File: src/inc/burst_params.svh
// constants for the burst-mode level control block
`ifndef BURST_PARAMS_SVH
`define BURST_PARAMS_SVH

// ********************************************************************
// timing
// ********************************************************************
`define CLK_HZ 20000000
`define BLANK_TIME_MS 20
`define BLANK_CYCLES (`BLANK_TIME_MS * `CLK_HZ / 1000)
`define SEL_TIME_US 2
`define SEL_CYCLES ((`SEL_TIME_US * `CLK_HZ + 999999) / 1000000)
`define CURVE_TIME_US 4
`define CURVE_CYCLES ((`CURVE_TIME_US * `CLK_HZ + 999999) / 1000000)

// ********************************************************************
// register offsets
// ********************************************************************
`define REG_CTRL 8'h00
`define REG_STATUS 8'h04
`define REG_INT_STATUS 8'h08
`define REG_INT_MASK 8'h0C

// ********************************************************************
// field positions and reset values
// ********************************************************************
`define CTRL_BURST_EN 0
`define ST_LEVEL_LSB 0
`define ST_LATCH 2
`define ST_STATE_LSB 3
`define ST_FLAG 5
`define ST_BIAS 6
`define ST_CURVE 7
`define ST_SEL_CUR 8
`define EV_LATCH 0
`define EV_ENTRY 1
`define EV_EXIT 2
`define EV_WIDTH 3
`define CTRL_RST 32'h0000_0001
`define MASK_RST 3'h0

`endif

File: src/inc/burst_pkg.sv
// types shared by the burst-mode level control block
package burst_pkg;
    typedef enum logic [1:0] {
        ST_NORMAL = 2'b00,
        ST_BLANK = 2'b01,
        ST_BURST_IDLE = 2'b10,
        ST_BURST_RUN = 2'b11
    } burst_state_e;
    typedef logic [1:0] level_t;
    typedef logic [2:0] onehot_t;
endpackage

File: src/inc/sync_if.sv
// carrier between the pin synchroniser and the control logic
`timescale 1ns/10ps
interface sync_if #(parameter int W = 11);
    logic [W-1:0] raw;
    logic [W-1:0] clean;
    modport filt (input raw, output clean);
    modport user (output raw, input clean);
endinterface

File: src/rtl/burst_level_ctrl.sv
// burst-mode level select, blanking and burst control with apb registers
//
// Overview of operation
// - encode feedback level as one, two, three
// - entry threshold follows stored level
// - reduced burst current limit follows stored level
// - reference-good low keeps detection latch cleared
// - latch clear and off: current source on
// - at turn-on sample level, set latch
// - latched level ignores later feedback changes
// - short timer then resistor reconnects, source off
// - blanking counter zero normally, counts below threshold
// - enter burst when count limit reached below
// - on entry set flag, bias off
// - pick compensation curve by on-time boundary
// - burst uses compensated reduced current limit
// - burst bias resumes upper, stops lower
// - exit burst above exit threshold
`timescale 1ns/10ps
`include "burst_params.svh"
module burst_level_ctrl #(
    parameter int BLANK_CYCLES = `BLANK_CYCLES,
    parameter int SEL_CYCLES = `SEL_CYCLES,
    parameter int CURVE_CYCLES = `CURVE_CYCLES
) (
    input wire logic clk_sys,
    input wire logic rst,
    input wire logic psel,
    input wire logic penable,
    input wire logic pwrite,
    input wire logic [7:0] paddr,
    input wire logic [31:0] pwdata,
    output logic [31:0] prdata,
    output logic pready,
    output logic pslverr,
    input wire logic ref_good,
    input wire logic supply_on,
    input wire logic fb_above_ref_low,
    input wire logic fb_above_ref_high,
    input wire logic [2:0] fb_below_entry,
    input wire logic fb_above_upper,
    input wire logic fb_above_lower,
    input wire logic fb_above_exit,
    input wire logic gate_on,
    output burst_pkg::level_t level_code,
    output burst_pkg::onehot_t entry_thr_sel,
    output burst_pkg::onehot_t limit_sel,
    output logic sel_current_en,
    output logic sel_resistor_connect,
    output logic burst_flag,
    output logic bias_en,
    output logic burst_limit_active,
    output logic curve_long,
    output logic irq
);
    import burst_pkg::*;

    localparam int BW = $clog2(BLANK_CYCLES + 1);
    localparam int TW = $clog2(SEL_CYCLES + 1);
    localparam int SEL_WAIT = SEL_CYCLES + 1;

    generate
        if (BLANK_CYCLES < 2 || SEL_CYCLES < 1 || CURVE_CYCLES < 1
            || CURVE_CYCLES > 254) begin : g_chk
            $error("burst_level_ctrl: unsupported timing parameters");
        end
    endgenerate

    // ****************************************************************
    // decoding
    // ****************************************************************
    function automatic onehot_t lvl_onehot(input level_t lv);
        case (lv)
            2'h1: lvl_onehot = 3'h1;
            2'h2: lvl_onehot = 3'h2;
            2'h3: lvl_onehot = 3'h4;
            default: lvl_onehot = 3'h1;
        endcase
    endfunction

    // ****************************************************************
    // pin synchronisation
    // ****************************************************************
    sync_if #(.W(11)) pins ();
    assign pins.raw = {gate_on, fb_above_exit, fb_above_lower,
                       fb_above_upper, fb_below_entry, fb_above_ref_high,
                       fb_above_ref_low, supply_on, ref_good};
    pin_sync #(.W(11)) u_sync (
        .clk_sys(clk_sys),
        .rst(rst),
        .pins(pins)
    );

    logic ref_good_s;
    logic dev_on;
    logic ref_low_s;
    logic ref_high_s;
    logic [2:0] below_s;
    logic upper_s;
    logic lower_s;
    logic exit_s;
    logic gate_s;
    assign ref_good_s = pins.clean[0];
    assign dev_on = pins.clean[1];
    assign ref_low_s = pins.clean[2];
    assign ref_high_s = pins.clean[3];
    assign below_s = pins.clean[6:4];
    assign upper_s = pins.clean[7];
    assign lower_s = pins.clean[8];
    assign exit_s = pins.clean[9];
    assign gate_s = pins.clean[10];

    // ****************************************************************
    // level detection
    // ****************************************************************
    level_t level_in;
    level_t level_q;
    logic latch_q;
    logic on_prev_q;
    logic on_rise;
    logic [TW-1:0] sel_tmr_q;
    logic sel_current_en_q;
    logic ev_latch;

    assign level_in = ref_high_s ? 2'h3 : (ref_low_s ? 2'h2 : 2'h1);
    assign on_rise = dev_on && !on_prev_q;
    assign ev_latch = on_rise && ref_good_s && !latch_q;

    always_ff @(posedge clk_sys) begin
        if (rst) begin
            on_prev_q <= 1'b0;
        end else begin
            on_prev_q <= dev_on;
        end
    end

    always_ff @(posedge clk_sys) begin
        if (rst) begin
            latch_q <= 1'b0;
            level_q <= 2'h1;
        end else if (!ref_good_s) begin
            latch_q <= 1'b0;
        end else if (ev_latch) begin
            latch_q <= 1'b1;
            level_q <= level_in;
        end
    end

    always_ff @(posedge clk_sys) begin
        if (rst) begin
            sel_current_en_q <= 1'b1;
            sel_tmr_q <= '0;
        end else if (on_rise) begin
            sel_tmr_q <= TW'(SEL_CYCLES);
        end else if (sel_tmr_q != '0) begin
            sel_tmr_q <= sel_tmr_q - 1'b1;
            if (sel_tmr_q == TW'(1)) begin
                sel_current_en_q <= 1'b0;
            end
        end else if (!latch_q && !dev_on) begin
            sel_current_en_q <= 1'b1;
        end
    end

    // ****************************************************************
    // burst control
    // ****************************************************************
    burst_state_e state_q;
    logic [BW-1:0] blank_cnt_q;
    logic fb_below;
    logic burst_allow;
    logic blank_done;
    logic flag_q;
    logic ev_entry;
    logic ev_exit;
    logic [31:0] ctrl_q;

    assign fb_below = |(below_s & lvl_onehot(level_q));
    assign burst_allow = ctrl_q[`CTRL_BURST_EN] && latch_q && dev_on;
    assign blank_done = blank_cnt_q == BW'(BLANK_CYCLES - 1);
    assign ev_entry = state_q == ST_BLANK && fb_below && blank_done
                      && burst_allow;
    assign ev_exit = (state_q == ST_BURST_IDLE || state_q == ST_BURST_RUN)
                     && (exit_s || !burst_allow);

    always_ff @(posedge clk_sys) begin
        if (rst) begin
            state_q <= ST_NORMAL;
        end else begin
            case (state_q)
                ST_NORMAL: begin
                    if (burst_allow && fb_below) begin
                        state_q <= ST_BLANK;
                    end
                end
                ST_BLANK: begin
                    if (!fb_below || !burst_allow) begin
                        state_q <= ST_NORMAL;
                    end else if (blank_done) begin
                        state_q <= ST_BURST_IDLE;
                    end
                end
                ST_BURST_IDLE: begin
                    if (ev_exit) begin
                        state_q <= ST_NORMAL;
                    end else if (upper_s) begin
                        state_q <= ST_BURST_RUN;
                    end
                end
                ST_BURST_RUN: begin
                    if (ev_exit) begin
                        state_q <= ST_NORMAL;
                    end else if (!lower_s) begin
                        state_q <= ST_BURST_IDLE;
                    end
                end
                default: state_q <= ST_NORMAL;
            endcase
        end
    end

    always_ff @(posedge clk_sys) begin
        if (rst) begin
            blank_cnt_q <= '0;
        end else if (state_q == ST_BLANK && fb_below && burst_allow
                     && !blank_done) begin
            blank_cnt_q <= blank_cnt_q + 1'b1;
        end else begin
            blank_cnt_q <= '0;
        end
    end

    always_ff @(posedge clk_sys) begin
        if (rst) begin
            flag_q <= 1'b0;
        end else if (ev_entry) begin
            flag_q <= 1'b1;
        end else if (ev_exit) begin
            flag_q <= 1'b0;
        end
    end

    // ****************************************************************
    // compensation curve
    // ****************************************************************
    logic [7:0] on_cnt_q;
    logic gate_prev_q;
    logic curve_q;

    always_ff @(posedge clk_sys) begin
        if (rst) begin
            on_cnt_q <= 8'h00;
            gate_prev_q <= 1'b0;
            curve_q <= 1'b0;
        end else begin
            gate_prev_q <= gate_s;
            if (gate_s && on_cnt_q != 8'hFF) begin
                on_cnt_q <= on_cnt_q + 8'h01;
            end else if (!gate_s) begin
                on_cnt_q <= 8'h00;
            end
            if (gate_prev_q && !gate_s) begin
                curve_q <= on_cnt_q > 8'(CURVE_CYCLES);
            end
        end
    end

    // ****************************************************************
    // registers and interrupts
    // ****************************************************************
    logic [`EV_WIDTH-1:0] int_st_q;
    logic [`EV_WIDTH-1:0] int_mask_q;
    logic [`EV_WIDTH-1:0] ev_vec;
    logic [31:0] status_w;
    logic [31:0] prdata_q;
    logic pslverr_q;
    logic wr_en;
    logic setup;
    logic mapped;

    assign setup = psel && !penable;
    assign wr_en = psel && penable && pwrite;
    assign mapped = paddr == `REG_CTRL || paddr == `REG_STATUS
                    || paddr == `REG_INT_STATUS || paddr == `REG_INT_MASK;
    assign ev_vec = {ev_exit, ev_entry, ev_latch};

    always_comb begin
        status_w = 32'h0000_0000;
        status_w[`ST_LEVEL_LSB +: 2] = latch_q ? level_q : 2'h0;
        status_w[`ST_LATCH] = latch_q;
        status_w[`ST_STATE_LSB +: 2] = state_q;
        status_w[`ST_FLAG] = flag_q;
        status_w[`ST_BIAS] = bias_en;
        status_w[`ST_CURVE] = curve_q;
        status_w[`ST_SEL_CUR] = sel_current_en_q;
    end

    always_ff @(posedge clk_sys) begin
        if (rst) begin
            ctrl_q <= `CTRL_RST;
            int_mask_q <= `MASK_RST;
        end else if (wr_en && paddr == `REG_CTRL) begin
            ctrl_q <= {31'h0000_0000, pwdata[`CTRL_BURST_EN]};
        end else if (wr_en && paddr == `REG_INT_MASK) begin
            int_mask_q <= pwdata[`EV_WIDTH-1:0];
        end
    end

    // set wins over a write-one clear in the same cycle
    always_ff @(posedge clk_sys) begin
        if (rst) begin
            int_st_q <= '0;
        end else if (wr_en && paddr == `REG_INT_STATUS) begin
            int_st_q <= (int_st_q & ~pwdata[`EV_WIDTH-1:0]) | ev_vec;
        end else begin
            int_st_q <= int_st_q | ev_vec;
        end
    end

    always_ff @(posedge clk_sys) begin
        if (rst) begin
            prdata_q <= 32'h0000_0000;
            pslverr_q <= 1'b0;
        end else if (setup) begin
            pslverr_q <= !mapped;
            case (paddr)
                `REG_CTRL: prdata_q <= ctrl_q;
                `REG_STATUS: prdata_q <= status_w;
                `REG_INT_STATUS: prdata_q <= {29'h0000_0000, int_st_q};
                `REG_INT_MASK: prdata_q <= {29'h0000_0000, int_mask_q};
                default: prdata_q <= 32'h0000_0000;
            endcase
        end
    end

    assign prdata = prdata_q;
    assign pslverr = pslverr_q && psel && penable;
    assign pready = 1'b1;
    assign irq = |(int_st_q & int_mask_q);

    // ****************************************************************
    // outputs
    // ****************************************************************
    assign level_code = level_q;
    assign entry_thr_sel = lvl_onehot(level_q);
    assign limit_sel = lvl_onehot(level_q);
    assign sel_current_en = sel_current_en_q;
    assign sel_resistor_connect = !sel_current_en_q;
    assign burst_flag = flag_q;
    assign bias_en = state_q != ST_BURST_IDLE;
    assign burst_limit_active = flag_q;
    assign curve_long = curve_q;
endmodule // burst_level_ctrl

File: src/rtl/pin_sync.sv
// three-stage pin synchroniser with agreement filter
`timescale 1ns/10ps
module pin_sync #(parameter int W = 11) (
    input wire logic clk_sys,
    input wire logic rst,
    sync_if.filt pins
);
    logic [W-1:0] s1_q;
    logic [W-1:0] s2_q;
    logic [W-1:0] s3_q;
    wire [W-1:0] out_w;

    always_ff @(posedge clk_sys) begin
        if (rst) begin
            s1_q <= '0;
            s2_q <= '0;
            s3_q <= '0;
        end else begin
            s1_q <= pins.raw;
            s2_q <= s1_q;
            s3_q <= s2_q;
        end
    end

    // a bit changes only once stages two and three agree
    genvar i;
    generate
        for (i = 0; i < W; i++) begin : g_bit
            logic out_q;
            always_ff @(posedge clk_sys) begin
                if (rst) begin
                    out_q <= 1'b0;
                end else if (s2_q[i] == s3_q[i]) begin
                    out_q <= s3_q[i];
                end
            end
            assign out_w[i] = out_q;
        end
    endgenerate

    assign pins.clean = out_w;
endmodule // pin_sync

File: config.mk
export PLATFORM = sky130hd
export DESIGN_NAME = burst_level_ctrl
export DESIGN_NICKNAME = d
export VERILOG_FILES = /design/src/inc/burst_pkg.sv /design/src/inc/sync_if.sv /design/src/rtl/burst_level_ctrl.sv /design/src/rtl/pin_sync.sv
export VERILOG_INCLUDE_DIRS = /design/src /design/src/inc
export SDC_FILE = /design/constraint.sdc
export NUM_CORES = 1
export LEC_CHECK = 0
export ABC_AREA = 1
export BUFFER_PORTS_ARGS = -buffer_cell sky130_fd_sc_hd__buf_4
export CAP_MARGIN = 40
export CORE_MARGIN = 2
export CORE_UTILIZATION = 30
export DETAILED_ROUTE_END_ITERATION = 7
export GPL_TIMING_DRIVEN = 0
export SLEW_MARGIN = 10
export SYNTH_ARGS = -nofsm -noshare
export SYNTH_HDL_FRONTEND = slang
export SYNTH_HIERARCHICAL = 1
export SYNTH_SLANG_ARGS = --single-unit
File: constraint.sdc
create_clock -name clk_sys -period 1.7 [get_ports clk_sys]
set_clock_uncertainty 0.05 [all_clocks]
set_input_delay 0 -clock clk_sys [delete_from_list [all_inputs] [get_ports clk_sys]]
set_output_delay 0 -clock clk_sys [all_outputs]
set_load 0.01 [all_outputs]
==> metrics.txt, run 1 <==
outcome=complete, no violations; final hold slack=between 0.04 and 0.05 ns; required time worst endpoint=around 1.9 ns; R2R depth=7; Worst Setup SP=blank_cnt_q[0]; initial antenna violation count=0; Final Util=between 30% and 40%; prevailing post-synth register cell=dfxtp_1; Final Total Pwr=5750 µW; maxcap violations=0; # diodes=0; YS warnings=6; Tmin final=roughly 1.6 ns; total CTS buffers=9; H-tree Lvls=3; maximum clock frequency=0.641 GHz; clk_lat worst skew=between 0.3 and 0.4 ns; starting density of the core=a little under a third; Final TNS setup=0 ns; Worst Setup Start Kind=register; # setup viols final=0; Residual DRC=0; IO Pins=105; Layout area overhead=28.8%; FP Rows=45; largest net degree at the start of global routing=17; synth top area cells=dfxtp_1 (44%), nor2_1 (7.5%), inv_1 (7.2%); Synth Register Bits=104; gr usage total=12.1%; Synth area leader=dfxtp_1; register area share after synthesis=between 40% and 50%; Post-synth EDFFs=0; critical path class=register to register; 1st-iter DRT viols=200; pin slew with the least headroom to its limit=0.585 ns; synthesized area per cell=between 7 and 8 µm²; routed wire length per instance=slightly below 10 µm; DP HPWL=6.94 mm; fin crit share=between 90% and 100%; Synth async-reset ratio=0%; Reg2Reg Setup Slack=around 0.14 ns; 1st-pass router iterations=4; Slew HR=between 60% and 70%; Leak=about 0.0026 µW; non-filler cells, final=about 950; ratio of cells with drive above 1 in the final layout=between 20% and 30%; Core Area=15,300 µm²; synthesized area=4720 µm²; Critical Path AT=roughly 1.8 ns; crit-path max FO=10; pins over their slew limit=0; placed cell count=roughly 910; Critical Path End Type=register; endpoints failing hold=0; r2r startpoint=blank_cnt_q[0]; Post-Syn Instances=approximately 630; GRT overflow=0; Layout fillers=about 1,600; Root Buffer=clkbuf_16; Die Area=roughly 17,000 µm²; port bufs=50; fin nets=~800; CTS tree=done; Die X=129 µm; pwr dens=between 900 and 1000 nW/µm²; Vias=around 3,900; post-route antenna net violation count=0; Chip Height=~130 µm; count of different cell masters after synthesis=42; r2r endpoint=blank_cnt_q[0]; worst vdd ir=between 500 and 600 µV; total wire length=between 9 and 10 mm; CTS Buffer Depth=2; vias in the first global route=approximately 3,500; worst hold path class=input pin to register; Critical Path End=blank_cnt_q[0]; Clock transition at path regs=~0.070 ns; top-area cell type share of the netlist area=roughly 44%; Placer Congestion=0.846; first-pass GRT wire length=between 15 and 20 mm; Via density=4.07; clk sink count=between 100 and 150
-- final cells by class --
type / instances / area, µm² / area share [%]
Multi-Input combinational cell: 397 / 2010 / 33.0
Sequential cell: 104 / 2080 / 34.2
Buffer: 51 / 387 / 6.36
Inverter: 95 / 362 / 5.94
Tap cell: 211 / 264 / 4.34
Clock buffer: 11 / 243 / 3.99
Clock inverter: 5 / 80.1 / 1.32
Timing Repair Buffer: 79 / 658 / 10.8
-- routing by layer --
layer | wire [µm] | global-route usage [%]
met5 | 0 | 0
met4 | 228 | 5.69
met3 | 422 | 2.73
met2 | 4000 | 19.3
met1 | 4810 | 15.6
-- cell usage in the layout, fill, tap and decap left out, types with 3 or more instances in the layout --
cell type / instances
inv_2: 3
xor2_1: 9
nand2_1: 85
a21oi_1: 46
nor2_1: 91
conb_1: 24
dlygate4sd3_1: 26
nor3_1: 11
dfxtp_1: 104
nor2_2: 17
nand3_1: 39
nand2_2: 3
nand4_1: 4
o21ai_0: 18
nand3_2: 5
buf_4: 94
clkbuf_16: 9
nor2_4: 5
a211oi_1: 7
buf_6: 3
clkbuf_1: 5
inv_1: 90
ha_1: 4
o21ai_2: 10
-- cell families (layout without fill, tap and decap cells) --
family                   Yosys count  after routing  share of synthesized area (%)
buffers and inverters            146            241                           15.8
XOR/XNOR                          11             11                           2.04
AND/OR/NAND/NOR                  269            269                           25.7
flip-flops                       104            104                           44.1
other                              2             24                          0.159
AO/OA/AOI/OAI                     88             88                           10.8
adder cells (fa/ha/maj)            5              5                           1.32
-- registers in the layout, summed over array words and instances (netlist names) --
| signal | flops |
|---|---|
| latch_q | 1 |
| prdata | 9 |
| curve_long | 1 |
| level_code | 2 |
| int_mask_q | 3 |
| gate_prev_q | 1 |
| u_sync/g_bit.out_q | 11 |
| burst_flag | 1 |
| u_sync/s2_q | 11 |
| int_st_q | 3 |
| on_prev_q | 1 |
| sel_current_en | 1 |
| on_cnt_q | 8 |
| u_sync/s3_q | 11 |
| u_sync/s1_q | 11 |
| state_q | 2 |
| sel_tmr_q | 6 |
| ctrl_q | 1 |
| pslverr_q | 1 |
| blank_cnt_q | 19 |
-- synthesized netlist by cell type, types with 2 or more instances --
library cell / count
buf_6: 3
nor2_1: 94
buf_4: 41
clkbuf_1: 4
nand2_1: 86
o21ai_0: 19
nand4_1: 4
a211oi_1: 7
nand3_2: 2
nand2_2: 2
nor2_2: 15
xnor2_1: 2
a31oi_1: 2
xor2_1: 9
nand3_1: 42
conb_1: 2
a21oi_1: 46
nor2_4: 4
inv_2: 2
o21ai_2: 10
ha_1: 5
dfxtp_1: 104
nor3_1: 11
inv_1: 91
-- timing repair --
action,CTS,global route
pin swaps,1,1
cloned,0,0
resized for setup,0,11
hold endpoints to repair,42,0
setup buffers,0,3
endpoints found under the setup margin,9,25
hold buffers,26,0
-- through the flow --
stage | cell area (µm²) | worst slack (ns)
6_report | 6080 | 0.139
5_1_grt | 6080 | -0.00296
4_1_cts | 6030 | 0.00126
3_5_place_dp | 5450 | -0.00856
3_3_place_gp | 5450 | 0.00165
2_1_floorplan | 4810 | 0.252
-- how the worst min path moves through the flow --
stage	slack [ns]	cells after the start	to	from
2_1_floorplan	0.06	2	u_sync/s1_q[0]	ref_good
3_3_place_gp	0.16	3	u_sync/s1_q[3]	fb_above_ref_high
3_5_place_dp	0.16	3	u_sync/s1_q[2]	fb_above_ref_low
4_1_cts	0.03	6	ctrl_q[0]	paddr[1]
5_1_grt	0.07	5	ctrl_q[0]	pwrite
6_report	0.05	6	ctrl_q[0]	paddr[1]
-- power breakdown --
part	switching, µW	internal (µW)	leakage (µW)
registers	91.6	2560	0.000846
logic	478	390	0.00163
clock network	902	1330	0.000152
total	1470	4280	0.00263
-- worst max-delay path: stages (launching register included) --
cell and delay (ns):
dfxtp_1 0.37, ha_2 0.22, nand3_2 0.15, nor2_1 0.17
nand3_2 0.14, nand3_4 0.15, buf_6 0.16, nor2_1 0.05
(Power assumes the default switching activity.)
==> run 2: changes to the inputs <==
CORE_UTILIZATION = 54   (was 30)
GPL_TIMING_DRIVEN = not set   (was 0)
PLACE_DENSITY = 0.8   (was not set)
==> run 2 against run 1 <==
Effect of this change: worst setup slack lost 0.031 ns; cell area decreased by 11%; via count grew 2.0%; flip-flop and latch count is the same; utilization rose by 23 points; first-iteration DRC count up 38%; hold slack got worse by 0.012 ns; cell count down 16%; largest cell class unchanged; largest power group unchanged.
==> metrics.txt, run 2 (synthesis gave the netlist of run 1 again) <==
outcome=complete, no violations (unchanged); initial antenna violation count=0 (unchanged); fin nets=745 (was 798); Die Area=9510 µm² (was 16,800 µm²); Placer Congestion=0.875 (was 0.846); pwr dens=922 nW/µm² (was 945 nW/µm²); first-pass GRT wire length=15.9 mm (was 16.2 mm); worst hold path class=input pin to register (unchanged); final hold slack=0.0364 ns (was 0.0483 ns); fin crit share=93.6% (was 91.8%); # diodes=0 (unchanged); pins over their slew limit=0 (unchanged); Reg with most FFs=blank_cnt_q (unchanged); Leak=0.00232 µW (was 0.00263 µW); Final Total Pwr=4990 µW (was 5750 µW); Root Buffer=clkbuf_8 (was clkbuf_16); Tmin final=1.59 ns (was 1.56 ns); IO Pins=105 (unchanged); ratio of cells with drive above 1 in the final layout=17.6% (was 22.2%); Placement Setup Slack=0.0652 ns (was -0.00856 ns); post-route antenna net violation count=0 (unchanged); maxcap violations=0 (unchanged); routed wire length per instance=11.7 µm (was 9.92 µm); H-tree Lvls=3 (unchanged); Clock transition at path regs=0.09 ns (was 0.07 ns); total CTS buffers=9 (unchanged); Die X=97.5 µm (was 129 µm); GRT overflow=0 (unchanged); DP HPWL=6.73 mm (was 6.94 mm); Layout area overhead=14.7% (was 28.8%); max reg flops=19 (unchanged); clk sink count=104 (unchanged); critical path class=input pin to register (was register to register); Chip Height=97.5 µm (was 129 µm); vias in the first global route=3,727 (was 3,537); Final Util=63.0% (was 39.7%); Final TNS setup=0 ns (unchanged); Vias=3,957 (was 3,880); Core Area=8590 µm² (was 15,300 µm²); largest net degree at the start of global routing=39 (was 17); 1st-iter DRT viols=276 (was 200); gr usage total=20.0% (was 12.1%); crit-path max FO=6 (was 10); Critical Path AT=1.85 ns (was 1.75 ns); Worst Setup Start Kind=input pin (was register); FP Rows=34 (was 45); endpoints failing hold=0 (unchanged); total wire length=9.34 mm (was 9.46 mm); Critical Path End Type=register (unchanged); required time worst endpoint=1.96 ns (was 1.89 ns); starting density of the core=55.0% (was 30.8%); 1st-pass router iterations=5 (was 4); commonest non-fill, non-tap cell in the layout=dfxtp_1 (unchanged); worst setup margin=0.108 ns (was 0.139 ns); Residual DRC=0 (unchanged); clk_lat worst skew=0.36 ns (was 0.35 ns); CTS Buffer Depth=2 (unchanged); # setup viols final=0 (unchanged); CTS tree=done (unchanged); worst vdd ir=604 µV (was 514 µV); maximum clock frequency=0.628 GHz (was 0.641 GHz); Via density=4.96 (was 4.07); port bufs=51 (was 50); most frequent cells in the layout=dfxtp_1 (102), inv_1 (91), nor2_1 (91), nand2_1 (85), buf_4 (56) (was dfxtp_1 (104), buf_4 (94), nor2_1 (91), inv_1 (90), nand2_1 (85))
[run 2: cell count changes in the layout (fill, tap and decap cells not counted), moves of 2 or more]
cell	previous run	this run
buf_6	3	0
clkbuf_1	5	1
clkinv_4	0	2
clkbuf_16	9	0
dfxtp_1	104	102
clkbuf_8	1	9
buf_4	94	56
dlygate4sd3_1	26	21
dfxtp_2	0	2
[run 2: layout make-up]
class                      count  area [µm²]
timing repair buffer          77         631
sequential                   104        2080
clock buffer                  10         128
inverter                      95         362
tap                          108         135
multi-input combinational    397        2010
clock inverter                 6        68.8
fill                         737        3180
[run 2: repair_timing]
| item | CTS | global route |
|---|---|---|
| setup endpoints to repair | 0 | 28 |
| buffers inserted | 0 | 1 |
| gates resized for setup | 0 | 11 |
| hold buffers | 21 | 0 |
| endpoints found under the hold margin | 33 | 0 |
[run 2: report_power, final]
group	internal, µW	switching, µW	total (µW)	leakage, µW
Clock	690	839	1530	0.0000968
Combinational	329	466	795	0.00138
Sequential	2560	113	2670	0.000847
[run 2: worst paths after layout]
kind	startpoint	endpoint	slack, ns	cells past startpoint
worst max register to register	blank_cnt_q[0]	blank_cnt_q[12]	0.12	6
worst max-delay path	penable	int_mask_q[2]	0.11	9
worst min-delay path	pwrite	ctrl_q[0]	0.04	5
worst min register to register	u_sync/s1_q[7]	u_sync/s2_q[7]	0.35	2
[run 2: stage by stage]
step / area, µm² / instances
after floorplan: 4810 / 647
after global placement: 4970 / 759
after detailed placement: 4970 / 759
after CTS: 5370 / 796
after global routing: 5420 / 797
final: 5420 / 797
[run 2: critical path, stage by stage]
cell	delay (ns)
dlygate4sd3_1	0.53
buf_4	0.11
nand3_1	0.06
inv_1	0.11
nand3_1	0.10
inv_1	0.16
nor2_1	0.06
a211oi_1	0.16
dlygate4sd3_1	0.57
[run 2: routing by layer]
layer	GRT usage, %	routed length [µm]
met1	23.6	4030
met5	0	0
met3	3.45	532
met4	8.97	187
met2	35.4	4580
